## config.mk

```make
export PLATFORM = sky130hd
export DESIGN_NAME = rtc_core
export DESIGN_NICKNAME = d
export VERILOG_FILES = /design/src/rtc_pkg.sv /design/src/rtc_core.sv
export SDC_FILE = /design/constraint.sdc
export NUM_CORES = 1
export LEC_CHECK = 0
export BUFFER_PORTS_ARGS = -buffer_cell sky130_fd_sc_hd__buf_2
export CAP_MARGIN = 20
export CORE_UTILIZATION = 63
export CTS_BUF_LIST = sky130_fd_sc_hd__clkbuf_8
export DETAILED_ROUTE_END_ITERATION = 12
export HOLD_SLACK_MARGIN = 0.06
export PLACE_DENSITY = 0.8
export SETUP_SLACK_MARGIN = 0.1
export SLEW_MARGIN = 5
export SYNTH_ARGS = -nofsm -noshare
export SYNTH_HDL_FRONTEND = slang
export SYNTH_SLANG_ARGS = --single-unit
```

## constraint.sdc

```tcl
create_clock -name clk -period 3.3 [get_ports clk]
set_input_delay 0.33 -clock clk [delete_from_list [all_inputs] [get_ports clk]]
set_output_delay 0.33 -clock clk [all_outputs]
set_load 0.01 [all_outputs]
```

## src/rtc_pkg.sv

```systemverilog
`default_nettype none

package rtc_pkg;

  // ----------------------------------------------------------------
  // register map
  // ----------------------------------------------------------------
  localparam logic [3:0] ADDR_CTRL_FIRST  = 4'h0;
  localparam logic [3:0] ADDR_CTRL_SECOND = 4'h1;
  localparam logic [3:0] ADDR_SECONDS     = 4'h2;
  localparam logic [3:0] ADDR_MINUTES     = 4'h3;
  localparam logic [3:0] ADDR_HOURS       = 4'h4;
  localparam logic [3:0] ADDR_DATE        = 4'h5;
  localparam logic [3:0] ADDR_WEEKDAY     = 4'h6;
  localparam logic [3:0] ADDR_MONTH       = 4'h7;
  localparam logic [3:0] ADDR_YEAR        = 4'h8;
  localparam logic [3:0] ADDR_ALM_MINUTE  = 4'h9;
  localparam logic [3:0] ADDR_ALM_HOUR    = 4'hA;
  localparam logic [3:0] ADDR_ALM_DATE    = 4'hB;
  localparam logic [3:0] ADDR_ALM_WEEKDAY = 4'hC;
  localparam logic [3:0] ADDR_CLKOUT_CTRL = 4'hD;
  localparam logic [3:0] ADDR_TMR_CTRL    = 4'hE;
  localparam logic [3:0] ADDR_TMR_VALUE   = 4'hF;

  // ----------------------------------------------------------------
  // field positions
  // ----------------------------------------------------------------
  localparam int BIT_TEST_MODE    = 7;  // test_mode_select_bit
  localparam int BIT_STOP         = 5;
  localparam int BIT_TEST_CTRL    = 3;  // test_control_bit
  localparam int BIT_OSC_HALT     = 0;  // oscillator_halt_bit
  localparam int BIT_ALARM_FLAG   = 3;
  localparam int BIT_TMR_FLAG     = 2;
  localparam int BIT_ALARM_IE     = 1;  // alarm_irq_enable
  localparam int BIT_TMR_IE       = 0;  // countdown_irq_enable
  localparam int BIT_CENTURY      = 7;
  localparam int BIT_ALM_DISABLE  = 7;
  localparam int BIT_ENABLE       = 7;
  localparam int ALARM_FIELDS     = 4;  // minute, hour, date, weekday

  // ----------------------------------------------------------------
  // values and reset
  // ----------------------------------------------------------------
  localparam logic [7:0] CTRL_FIRST_RST = 8'h01;  // oscillator held halted
  localparam logic [7:0] DATE_RST       = 8'h01;
  localparam logic [7:0] MONTH_RST      = 8'h01;
  localparam logic [7:0] BCD_ZERO       = 8'h00;
  localparam logic [7:0] BCD_ONE        = 8'h01;
  localparam logic [7:0] MAX_SECMIN     = 8'h59;
  localparam logic [7:0] MAX_HOUR       = 8'h23;
  localparam logic [7:0] MAX_MONTH      = 8'h12;
  localparam logic [7:0] MAX_YEAR       = 8'h99;
  localparam logic [7:0] MAX_WEEKDAY    = 8'h06;
  localparam logic [7:0] MONTH_FEB      = 8'h02;

  // ----------------------------------------------------------------
  // timing
  // ----------------------------------------------------------------
  localparam int CLK_PERIOD_NS = 40;
  localparam int SECOND_NS     = 1_000_000_000;
  localparam int SECOND_CYCLES = SECOND_NS / CLK_PERIOD_NS;
  localparam int DIV_W         = 25;

  typedef logic [15:0][7:0] reg_file_t;

  typedef struct packed {
    logic       wr;
    logic       rd;
    logic [3:0] addr;
    logic [7:0] wdata;
  } reg_req_s;

  typedef struct packed {
    reg_file_t        regs;
    logic [7:0]       tmr_cnt;
    logic [DIV_W-1:0] div;
    logic [7:0]       rdata;
    logic             clk_out;
  } rtc_state_s;

endpackage

`default_nettype wire

```

## src/rtc_core.sv

```systemverilog
// Summary of operation
// - time advances only while the oscillator halt bit is cleared.
// - after power-up reset the oscillator halt bit is set, so counting is held.
// - test mode bit zero selects normal mode; writing zero to register zero runs.
// - stop bit zero clocks time from the second source; set holds counting.
// - test control bit zero gives normal pacing, no accelerated test ticks.
// - alarm enable bit zero keeps alarm matches off the interrupt output.
// - timer enable bit zero keeps countdown events off the interrupt output.
// - month bit 7 is century flag, 1 for 19xx, 0 for 20xx.
`timescale 1ns/1ps
`default_nettype none

module rtc_core
  import rtc_pkg::*;
#(
  parameter int CYCLES_PER_SECOND = SECOND_CYCLES
) (
  input  wire logic     clk,       // 25 MHz system clock
  input  wire logic     reset_n,   // async reset, active low
  input  wire reg_req_s reg_req,   // register access request
  output logic    [7:0] reg_rdata, // read data, one cycle after rd
  output logic          irq_n,     // interrupt, active low
  output logic          clk_out    // programmable square wave
);

  localparam logic [DIV_W-1:0] DIV_LAST = DIV_W'(CYCLES_PER_SECOND - 1);
  localparam logic [DIV_W-1:0] DIV_HALF = DIV_W'(CYCLES_PER_SECOND / 2);

  // ----------------------------------------------------------------
  // helpers
  // ----------------------------------------------------------------
  function automatic logic [7:0] bcd_inc(input logic [7:0] v);
    logic [3:0] hi;
    logic [3:0] lo;
    hi = v[7:4];
    lo = v[3:0];
    if (lo == 4'h9) begin
      hi = hi + 4'h1;
      lo = 4'h0;
    end else begin
      lo = lo + 4'h1;
    end
    return {hi, lo};
  endfunction

  function automatic logic [6:0] bcd_to_bin(input logic [7:0] v);
    return 7'(v[7:4]) * 7'h0A + 7'(v[3:0]);
  endfunction

  function automatic logic [7:0] month_last_day(input logic [7:0] mon, input logic [7:0] yr);
    logic [6:0] y;
    y = bcd_to_bin(yr);
    unique case (mon)
      8'h04, 8'h06, 8'h09, 8'h11: return 8'h30;
      MONTH_FEB:                  return (y[1:0] == 2'h0) ? 8'h29 : 8'h28;
      default:                    return 8'h31;
    endcase
  endfunction

  function automatic logic bcd_ok(input logic [7:0] v, input logic [7:0] lim);
    return (v[3:0] <= 4'h9) && (v <= lim);
  endfunction

  // ----------------------------------------------------------------
  // state
  // ----------------------------------------------------------------
  rtc_state_s state_ff;
  rtc_state_s nxt_state;
  logic       run;
  logic       sec_tick;
  logic       day_wrap;
  logic       year_wrap;
  logic       alarm_hit;
  logic       tmr_hit;

  always_comb begin
    logic [7:0] c1;
    logic [7:0] mon;
    logic [7:0] mon_inc;
    logic       alm_any;
    logic       alm_match;
    nxt_state = state_ff;
    c1        = state_ff.regs[ADDR_CTRL_FIRST];
    sec_tick  = 1'b0;
    day_wrap  = 1'b0;
    year_wrap = 1'b0;
    alarm_hit = 1'b0;
    tmr_hit   = 1'b0;
    alm_any   = 1'b0;
    alm_match = 1'b1;
    mon       = {3'h0, state_ff.regs[ADDR_MONTH][4:0]};
    mon_inc   = bcd_inc(mon);

    // halt gates counting; test mode holds it; stop holds it
    run = !c1[BIT_OSC_HALT] && !c1[BIT_TEST_MODE] && !c1[BIT_STOP];

    if (!run) begin
      nxt_state.div = '0;
    end else if (c1[BIT_TEST_CTRL] || state_ff.div == DIV_LAST) begin
      nxt_state.div = '0;
      sec_tick      = 1'b1;
    end else begin
      nxt_state.div = state_ff.div + DIV_W'(1);
    end

    if (sec_tick) begin
      if (state_ff.regs[ADDR_SECONDS][6:0] != MAX_SECMIN[6:0]) begin
        nxt_state.regs[ADDR_SECONDS] = bcd_inc({1'b0, state_ff.regs[ADDR_SECONDS][6:0]});
      end else begin
        nxt_state.regs[ADDR_SECONDS] = BCD_ZERO;
        if (state_ff.regs[ADDR_MINUTES][6:0] != MAX_SECMIN[6:0]) begin
          nxt_state.regs[ADDR_MINUTES] = bcd_inc({1'b0, state_ff.regs[ADDR_MINUTES][6:0]});
        end else begin
          nxt_state.regs[ADDR_MINUTES] = BCD_ZERO;
          if (state_ff.regs[ADDR_HOURS][5:0] != MAX_HOUR[5:0]) begin
            nxt_state.regs[ADDR_HOURS] = bcd_inc({2'h0, state_ff.regs[ADDR_HOURS][5:0]});
          end else begin
            nxt_state.regs[ADDR_HOURS] = BCD_ZERO;
            day_wrap = 1'b1;
          end
        end
      end
    end

    if (day_wrap) begin
      if (state_ff.regs[ADDR_WEEKDAY][2:0] >= MAX_WEEKDAY[2:0]) begin
        nxt_state.regs[ADDR_WEEKDAY] = BCD_ZERO;
      end else begin
        nxt_state.regs[ADDR_WEEKDAY] = {5'h0, state_ff.regs[ADDR_WEEKDAY][2:0] + 3'h1};
      end
      if (state_ff.regs[ADDR_DATE][5:0]
          != month_last_day(mon, state_ff.regs[ADDR_YEAR])) begin
        nxt_state.regs[ADDR_DATE] = bcd_inc({2'h0, state_ff.regs[ADDR_DATE][5:0]});
      end else begin
        nxt_state.regs[ADDR_DATE] = BCD_ONE;
        if (mon != MAX_MONTH) begin
          nxt_state.regs[ADDR_MONTH][4:0] = mon_inc[4:0];
        end else begin
          nxt_state.regs[ADDR_MONTH][4:0] = BCD_ONE[4:0];
          if (state_ff.regs[ADDR_YEAR] != MAX_YEAR) begin
            nxt_state.regs[ADDR_YEAR] = bcd_inc(state_ff.regs[ADDR_YEAR]);
          end else begin
            nxt_state.regs[ADDR_YEAR] = BCD_ZERO;
            year_wrap = 1'b1;
            // century flag flips at the year wrap
            nxt_state.regs[ADDR_MONTH][BIT_CENTURY] = !state_ff.regs[ADDR_MONTH][BIT_CENTURY];
          end
        end
      end
    end

    // alarm compares after the day rollover, so date and weekday are the new ones
    for (int i = 0; i < ALARM_FIELDS; i++) begin
      if (!state_ff.regs[ADDR_ALM_MINUTE + 4'(i)][BIT_ALM_DISABLE]) begin
        alm_any = 1'b1;
        if (nxt_state.regs[ADDR_MINUTES + 4'(i)][6:0]
            != state_ff.regs[ADDR_ALM_MINUTE + 4'(i)][6:0]) begin
          alm_match = 1'b0;
        end
      end
    end
    alarm_hit = sec_tick && alm_any && alm_match
                && state_ff.regs[ADDR_SECONDS][6:0] == MAX_SECMIN[6:0];

    // countdown, paced by the same seconds tick
    if (sec_tick && state_ff.regs[ADDR_TMR_CTRL][BIT_ENABLE]) begin
      if (state_ff.tmr_cnt <= BCD_ONE) begin
        tmr_hit           = 1'b1;
        nxt_state.tmr_cnt = state_ff.regs[ADDR_TMR_VALUE];
      end else begin
        nxt_state.tmr_cnt = state_ff.tmr_cnt - 8'h01;
      end
    end

    // host write wins over the counting chain for the same register
    if (reg_req.wr) begin
      nxt_state.regs[reg_req.addr] = reg_req.wdata;
      if (reg_req.addr == ADDR_SECONDS) begin
        nxt_state.div = '0;
      end
      if (reg_req.addr == ADDR_TMR_VALUE) begin
        nxt_state.tmr_cnt = reg_req.wdata;
      end
      if (reg_req.addr == ADDR_CTRL_SECOND) begin
        // flags clear only where written zero
        nxt_state.regs[ADDR_CTRL_SECOND][BIT_ALARM_FLAG] =
          state_ff.regs[ADDR_CTRL_SECOND][BIT_ALARM_FLAG] && reg_req.wdata[BIT_ALARM_FLAG];
        nxt_state.regs[ADDR_CTRL_SECOND][BIT_TMR_FLAG] =
          state_ff.regs[ADDR_CTRL_SECOND][BIT_TMR_FLAG] && reg_req.wdata[BIT_TMR_FLAG];
      end
    end
    // an event in the clearing cycle is kept
    if (alarm_hit) begin
      nxt_state.regs[ADDR_CTRL_SECOND][BIT_ALARM_FLAG] = 1'b1;
    end
    if (tmr_hit) begin
      nxt_state.regs[ADDR_CTRL_SECOND][BIT_TMR_FLAG] = 1'b1;
    end

    if (reg_req.rd) begin
      nxt_state.rdata = state_ff.regs[reg_req.addr];
    end
    nxt_state.clk_out = run && state_ff.regs[ADDR_CLKOUT_CTRL][BIT_ENABLE] && state_ff.div < DIV_HALF;
  end

  // ----------------------------------------------------------------
  // registers
  // ----------------------------------------------------------------
  always_ff @(posedge clk or negedge reset_n) begin
    if (!reset_n) begin
      state_ff                        <= '0;
      state_ff.regs[ADDR_CTRL_FIRST]  <= CTRL_FIRST_RST;
      state_ff.regs[ADDR_DATE]        <= DATE_RST;
      state_ff.regs[ADDR_MONTH]       <= MONTH_RST;
    end else begin
      state_ff <= nxt_state;
    end
  end

  assign reg_rdata = state_ff.rdata;
  assign clk_out   = state_ff.clk_out;
  // each source gated by its enable
  assign irq_n     = !((state_ff.regs[ADDR_CTRL_SECOND][BIT_ALARM_FLAG]
                        && state_ff.regs[ADDR_CTRL_SECOND][BIT_ALARM_IE])
                       || (state_ff.regs[ADDR_CTRL_SECOND][BIT_TMR_FLAG]
                        && state_ff.regs[ADDR_CTRL_SECOND][BIT_TMR_IE]));

  // ----------------------------------------------------------------
  // assertions
  // ----------------------------------------------------------------
  logic first_ff;
  always_ff @(posedge clk or negedge reset_n) begin
    if (!reset_n) begin
      first_ff <= 1'b1;
    end else begin
      first_ff <= 1'b0;
    end
  end
endmodule

`default_nettype wire

```

# --- Yosys cells after proc, flatten, opt, wreduce, memory -nomap -nowiden ---
# Cells that the tools add are included.
classes:
  muxes: 66
  n_eq_ne: 26
  order_cmp: 5
  reduce_logical: 24
  mul: 1
  add_sub_neg: 16
ops:
  columns: ["cell", "count"]
  rows:
  - ["bitwise mux 128 bit", 1]
  - ["2-to-1 mux 105 bit", 1]
  - ["2-to-1 mux 8 bit", 11]
  - ["2-to-1 mux 25 bit", 3]
  - ["2-to-1 mux 4 bit", 9]
  - ["binary-select mux 8 bit (select 4 bit)", 1]
  - ["demux 8 bit (select 4 bit)", 1]
  - ["adder 4 x 1 -> 4 bit, second input constant", 7]
  - ["== test 4 bit, second input constant", 7]
  - ["inequality test 7 bit", 4]
  - ["2-to-1 mux 9 bit", 3]
  - ["adder 25 x 1 -> 25 bit, second input constant", 1]
  - ["== test 25 bit, second input constant", 1]
  - ["< comparator 25 x 24 -> 1 bit, second input constant", 1]
  - ["2-to-1 mux 1 bit", 25]
  - ["2-to-1 mux 24 bit", 1]
  - ["2-to-1 mux 21 bit", 1]
  - ["2-to-1 mux 16 bit", 1]
  - ["inequality test 7 bit, second input constant", 2]
  - ["logical AND 1 bit", 13]
  - ["== test 5 x 3 -> 1 bit, second input constant", 2]
  - ["2-to-1 mux 5 bit", 2]
  - ["case mux 5 bit (2 select lines)", 1]
  - ["2-to-1 mux 3 bit", 3]
  - ["other kinds (28)", 36]
totals:
  regBits: 170
  inputBits: 16

# --- Longest topological paths before layout ---
depth:
  word_depth: 18
  ltp_mapped: 12
  depth_no_buf: 11

# --- Least setup slack after synthesis ---
# No wires, ideal clock.
synth_path:
  path_kind: "register to register"
  startpoint: "reg state_ff[59] (netlist name)"
  endpoint: "reg state_ff[53] (netlist name)"
  t_arrival_ns: 2.714
  stages_incl_launch_ff: 13
  n_path_buf: 1
  path_slack_ns: 0.476
  path_cell_list: "dfrtp_1 inv_1 ha_1 nand4b_4 nor4_4 buf_2 nand3_1 or2_1 a222oi_1 o2111ai_1 nor4b_2 a41oi_1 o41ai_1"
synth_via:
  elab_chain_cells: 15
  word_cells_on_any_way: 23
  classes_between: "eq/ne: 6; mux: 14; reduce/logical: 3"
synth_rtl:
  columns: ["element", "line_no", "rtl"]
  rows:
  - ["from (decl)", "rtc_core.sv:67", "rtc_state_s state_ff;"]
  - ["from (signal assigned)", "rtc_core.sv:216", "state_ff <= nxt_state;"]
  - ["inequality test 7 bit", "rtc_core.sv:107", "if (state_ff.regs[ADDR_SECONDS][6:0] != MAX_SECMIN[6:0]) begin"]
  - ["2-to-1 mux 16 bit", "rtc_core.sv:107", null]
  - ["2-to-1 mux 24 bit", "rtc_core.sv:106", "if (sec_tick) begin"]
  - ["inequality test 7 bit", "rtc_core.sv:157", "!= state_ff.regs[ADDR_ALM_MINUTE + 4'(i)][6:0]) begin"]
  - ["2-to-1 mux 1 bit", "rtc_core.sv:156", "if (nxt_state.regs[ADDR_MINUTES + 4'(i)][6:0]"]
  - ["2-to-1 mux 1 bit", "rtc_core.sv:154", "if (!state_ff.regs[ADDR_ALM_MINUTE + 4'(i)][BIT_ALM_DISABLE]) begin"]
  - ["2-to-1 mux 1 bit", "rtc_core.sv:156", null]
  - ["2-to-1 mux 1 bit", "rtc_core.sv:154", null]
  - ["2-to-1 mux 1 bit", "rtc_core.sv:156", null]
  - ["2-to-1 mux 1 bit", "rtc_core.sv:154", null]
  - ["2-to-1 mux 1 bit", "rtc_core.sv:156", null]
  - ["2-to-1 mux 1 bit", "rtc_core.sv:154", null]
  - ["logical AND 1 bit", "rtc_core.sv:162", "alarm_hit = sec_tick && alm_any && alm_match"]
  - ["logical AND 1 bit *", "rtc_core.sv:163", "&& state_ff.regs[ADDR_SECONDS][6:0] == MAX_SECMIN[6:0];"]
  - ["2-to-1 mux 1 bit / nonzero test 2 bit (equally long branches)", null, null]
# Mark *: on every way between the ends. The rest lies on a longest branch, timed or not.
# A chain may end at the register's enable or synchronous reset.

# --- Worst setup path in the final report ---
layout_path:
  startpoint: "reg state_ff[19] (netlist name)"
  endpoint: "reg state_ff[53] (netlist name)"
layout_via:
  elab_chain_cells: 17
  word_cells_on_any_way: 24
  classes_between: "eq/ne: 5; mux: 14; reduce/logical: 5"
layout_rtl:
  columns: ["element", "line_no", "rtl"]
  rows:
  - ["== test 25 bit *", "rtc_core.sv:99", "end else if (c1[BIT_TEST_CTRL] || state_ff.div == DIV_LAST) begin"]
  - ["logical OR 1 bit *", "rtc_core.sv:99", null]
  - ["2-to-1 mux 1 bit *", "rtc_core.sv:99", null]
  - ["2-to-1 mux 1 bit *", "rtc_core.sv:97", "if (!run) begin"]
  - ["2-to-1 mux 24 bit", "rtc_core.sv:106", null]
  - ["inequality test 7 bit", "rtc_core.sv:157", null]
  - ["2-to-1 mux 1 bit", "rtc_core.sv:156", null]
  - ["2-to-1 mux 1 bit", "rtc_core.sv:154", null]
  - ["2-to-1 mux 1 bit", "rtc_core.sv:156", null]
  - ["2-to-1 mux 1 bit", "rtc_core.sv:154", null]
  - ["2-to-1 mux 1 bit", "rtc_core.sv:156", null]
  - ["2-to-1 mux 1 bit", "rtc_core.sv:154", null]
  - ["2-to-1 mux 1 bit", "rtc_core.sv:156", null]
  - ["2-to-1 mux 1 bit", "rtc_core.sv:154", null]
  - ["logical AND 1 bit *", "rtc_core.sv:162", null]
  - ["logical AND 1 bit *", "rtc_core.sv:163", null]
  - ["2-to-1 mux 1 bit / nonzero test 2 bit (equally long branches)", null, null]
# Marked as above.

==> flow_summary.toml <==
[detailed_routing]
dr.pass1.iters = 5
drtIter0Drc = 1003
drc = 0
totalWireLength_um = 28000
wl_per_cell_um = 22.5
drtAntennaViolNets = 0
via_per_inst = 6.67
num_vias = 8288

[clock_tree]
cts-buffers-inserted = 17
cts_max_level = 4
clock_path_buffers = 2
clk_latency_ns = 0.49
clkSlewWorstSetupHoldPaths_ns = 0.11
ctsRootBufferMaster = "clkbuf_8"
cts_num_sinks = 170
cts_tree = "done"

[grt]
antenna_found_initial = 1
grtUsageTotal = 0.361
grt_first_pass_wirelength_um = 43900
grt_pass1_vias = 7760
grt_overflow_total = 0
grt_max_degree = 75

[critical_path]
crit_slowest_cell = "dfrtp_2"
crit_path_cell_trace = "nor4bb_4, and4_2, a22oi_2, buf_4, or2_1, a222oi_1, o2111ai_1, nor4b_2, a41oi_1, o41ai_1"
arrival_ns = 3.44
cpPeakStageDelay_ns = 0.47
crit_fanout = 8
endpoint_kind = "flip-flop"
cp.required_ns = 3.69
critPathLaunchType = "flip-flop"
r2r-start = "state_ff[19]"
worstSetupPathType = "flip-flop to flip-flop"
startpoint = "state_ff[19]"

[floorplan]
rows = 45
core_area_sq_mm = 0.0154
die_area_sq_mm = 0.0165
io_pins = 26
dieWidth_um = 128
fp.dieH_um = 128
start_util = 0.655

[status]
outcome = "finished, final reports clean"

[power]
power_frac_comb = 0.297
p_sw_uw = 2470
power.density_mw_per_mm2 = 592
p_clk_frac = 0.222
p_int_uw = 4060
seqPwrFrac = 0.481
p_leak_uw = 0.00462
p_sw_frac = 0.379
ir_worst_vdd_uv = 493

[synth]
netlist.area_leader.share = 0.415
synth_edf_count = 0
synthTopCellsByCount = "dfrtp_1 (167), nand2_1 (102), nor2_1 (89), mux2_2 (70), o21ai_0 (66)"
ys_seq_elements = 170
synth_area_leaders = "dfrtp_1 (42%), mux4_2 (8.7%), mux2_2 (7.8%)"
synth.largest_area_cell = "dfrtp_1"
ys_types = 82
yosysWarnings = 0
synth-seq-area-share = 0.423
synthMostInstantiatedCell = "dfrtp_1"
synth_cells = 983
synth_area_per_cell_sq_um = 10.2
netlist_area_sq_mm = 0.0101
postSynth.asyncResetShare = 1.00
syn_nets = 1022
synth_top_flop_cell = "dfrtp_1"

[timing]
rsz0062_at_grt = "false"
tns_ns = 0
clock.fmax_ghz = 0.327
hold_viol = 0
slew_viol_final = 0
report.final.setup_viol = 0
finalCritPeriodShare = 0.927
max_slew.worst_pin.slew_ns = 0.725
relSlewSlack = 0.515
finClkSkew_ns = 0.0164
hold_slack_ns = 0.189
period_needed_ns = 3.06

[cells_and_area]
fin_cells = 1243
nets = 1058
drive_gt1_frac = 0.242
syn2layout_area_growth_pct = 9.58
fin_area_sq_mm = 0.0110
final.fill_count = 1112
n_antenna_cell = 0

[hold_path]
hp-class = "input port to flip-flop"
min-delay-start = "reg_req[7]"

[placement]
globalplace.congestion = 0.979
portBuffers = 25
hpwlAfterDp_um = 19700
placed_area_sq_mm = 0.0106
placed_cells = 1208

[run]
maxCapViolCount = 0
-- sequential cells by signal, indices dropped and copies added, names as in the netlist --
name       flops
clk_out        1
reg_rdata      8
state_ff     161
-- worst paths after layout --
kind / to / slack (ns) / depth (start not counted)
worst max-delay path: state_ff[53] / 0.24 / 10
worst min-delay path: state_ff[169] / 0.19 / 3
worst max register to register: state_ff[53] / 0.24 / 10
worst min register to register: state_ff[9] / 0.49 / 1
max in group asynchronous: state_ff[127] / 2.10 / 3
min in group asynchronous: state_ff[45] / 0.45 / 2
-- cell type report --
class | instances | area (sq um) | area share
Clock buffer | 17 | 234 | 0.0212
Sequential cell | 170 | 4260 | 0.387
Timing Repair Buffer | 76 | 546 | 0.0495
Clock inverter | 15 | 145 | 0.0132
Inverter | 28 | 105 | 0.00953
Multi-Input combinational cell | 726 | 5470 | 0.496
Tap cell | 211 | 264 | 0.0239
-- per-layer routing --
metal / part of all wire / global-route usage
met3: 0.10 / 0.0973
met1: 0.40 / 0.494
met2: 0.46 / 0.550
met4: 0.032 / 0.145
met5: 0.00046 / 0
-- metrics by stage --
stage / util / worst slack (ns) / power, uW
2_1_floorplan: - / 0.476 / 4380
4_1_cts: 0.713 / 0.157 / 6490
5_1_grt: 0.718 / 0.115 / 6860
3_5_place_dp: 0.688 / 0.229 / 5030
6_report: 0.718 / 0.241 / 6530
3_3_place_gp: 0.688 / 0.287 / 4970
-- timing repair --
item,in CTS,in global routing
hold endpoints to repair,68,0
hold buffers,1,0
resized for setup,0,14
endpoints found under the setup margin,0,3
setup buffers,0,2
-- placed cells by master, fill, tap and decap left out, types with 17 or more instances in the layout --
cell type	Yosys	layout
nand3_1	37	37
xor2_1	26	26
a21oi_1	48	48
nor2_1	89	89
nand2_1	102	102
xnor2_1	21	21
mux2_2	70	70
buf_2	3	24
dfrtp_1	167	163
o21ai_0	66	66
ha_1	23	22
clkbuf_8	0	17
mux4_2	39	39
nor3_1	17	17
inv_1	28	28
buf_4	13	47
-- critical path: cells and delay by family, from the launching register on --
kind            cells  cell delay [ns]
compound gates      5             1.13
flops               1             0.47
buf+inv             1             0.19
simple gates        4             1.18
-- logic make-up after synthesis --
family          share of synthesized area
simple gates                        0.174
compound gates                      0.121
flops                               0.423
mux                                 0.175
buf+inv                            0.0377
xor+xnor                           0.0409
fa+ha+maj                          0.0286
-- power groups by stage --
stage,clock network [uW],logic (uW),registers [uW]
detailed placement,0,1890,3150
CTS,1470,1900,3110
floorplan,0,1450,2930
global placement,0,1840,3130
finish,1450,1940,3140
global route,1540,2120,3190
Power figures use the tool's default switching activity.
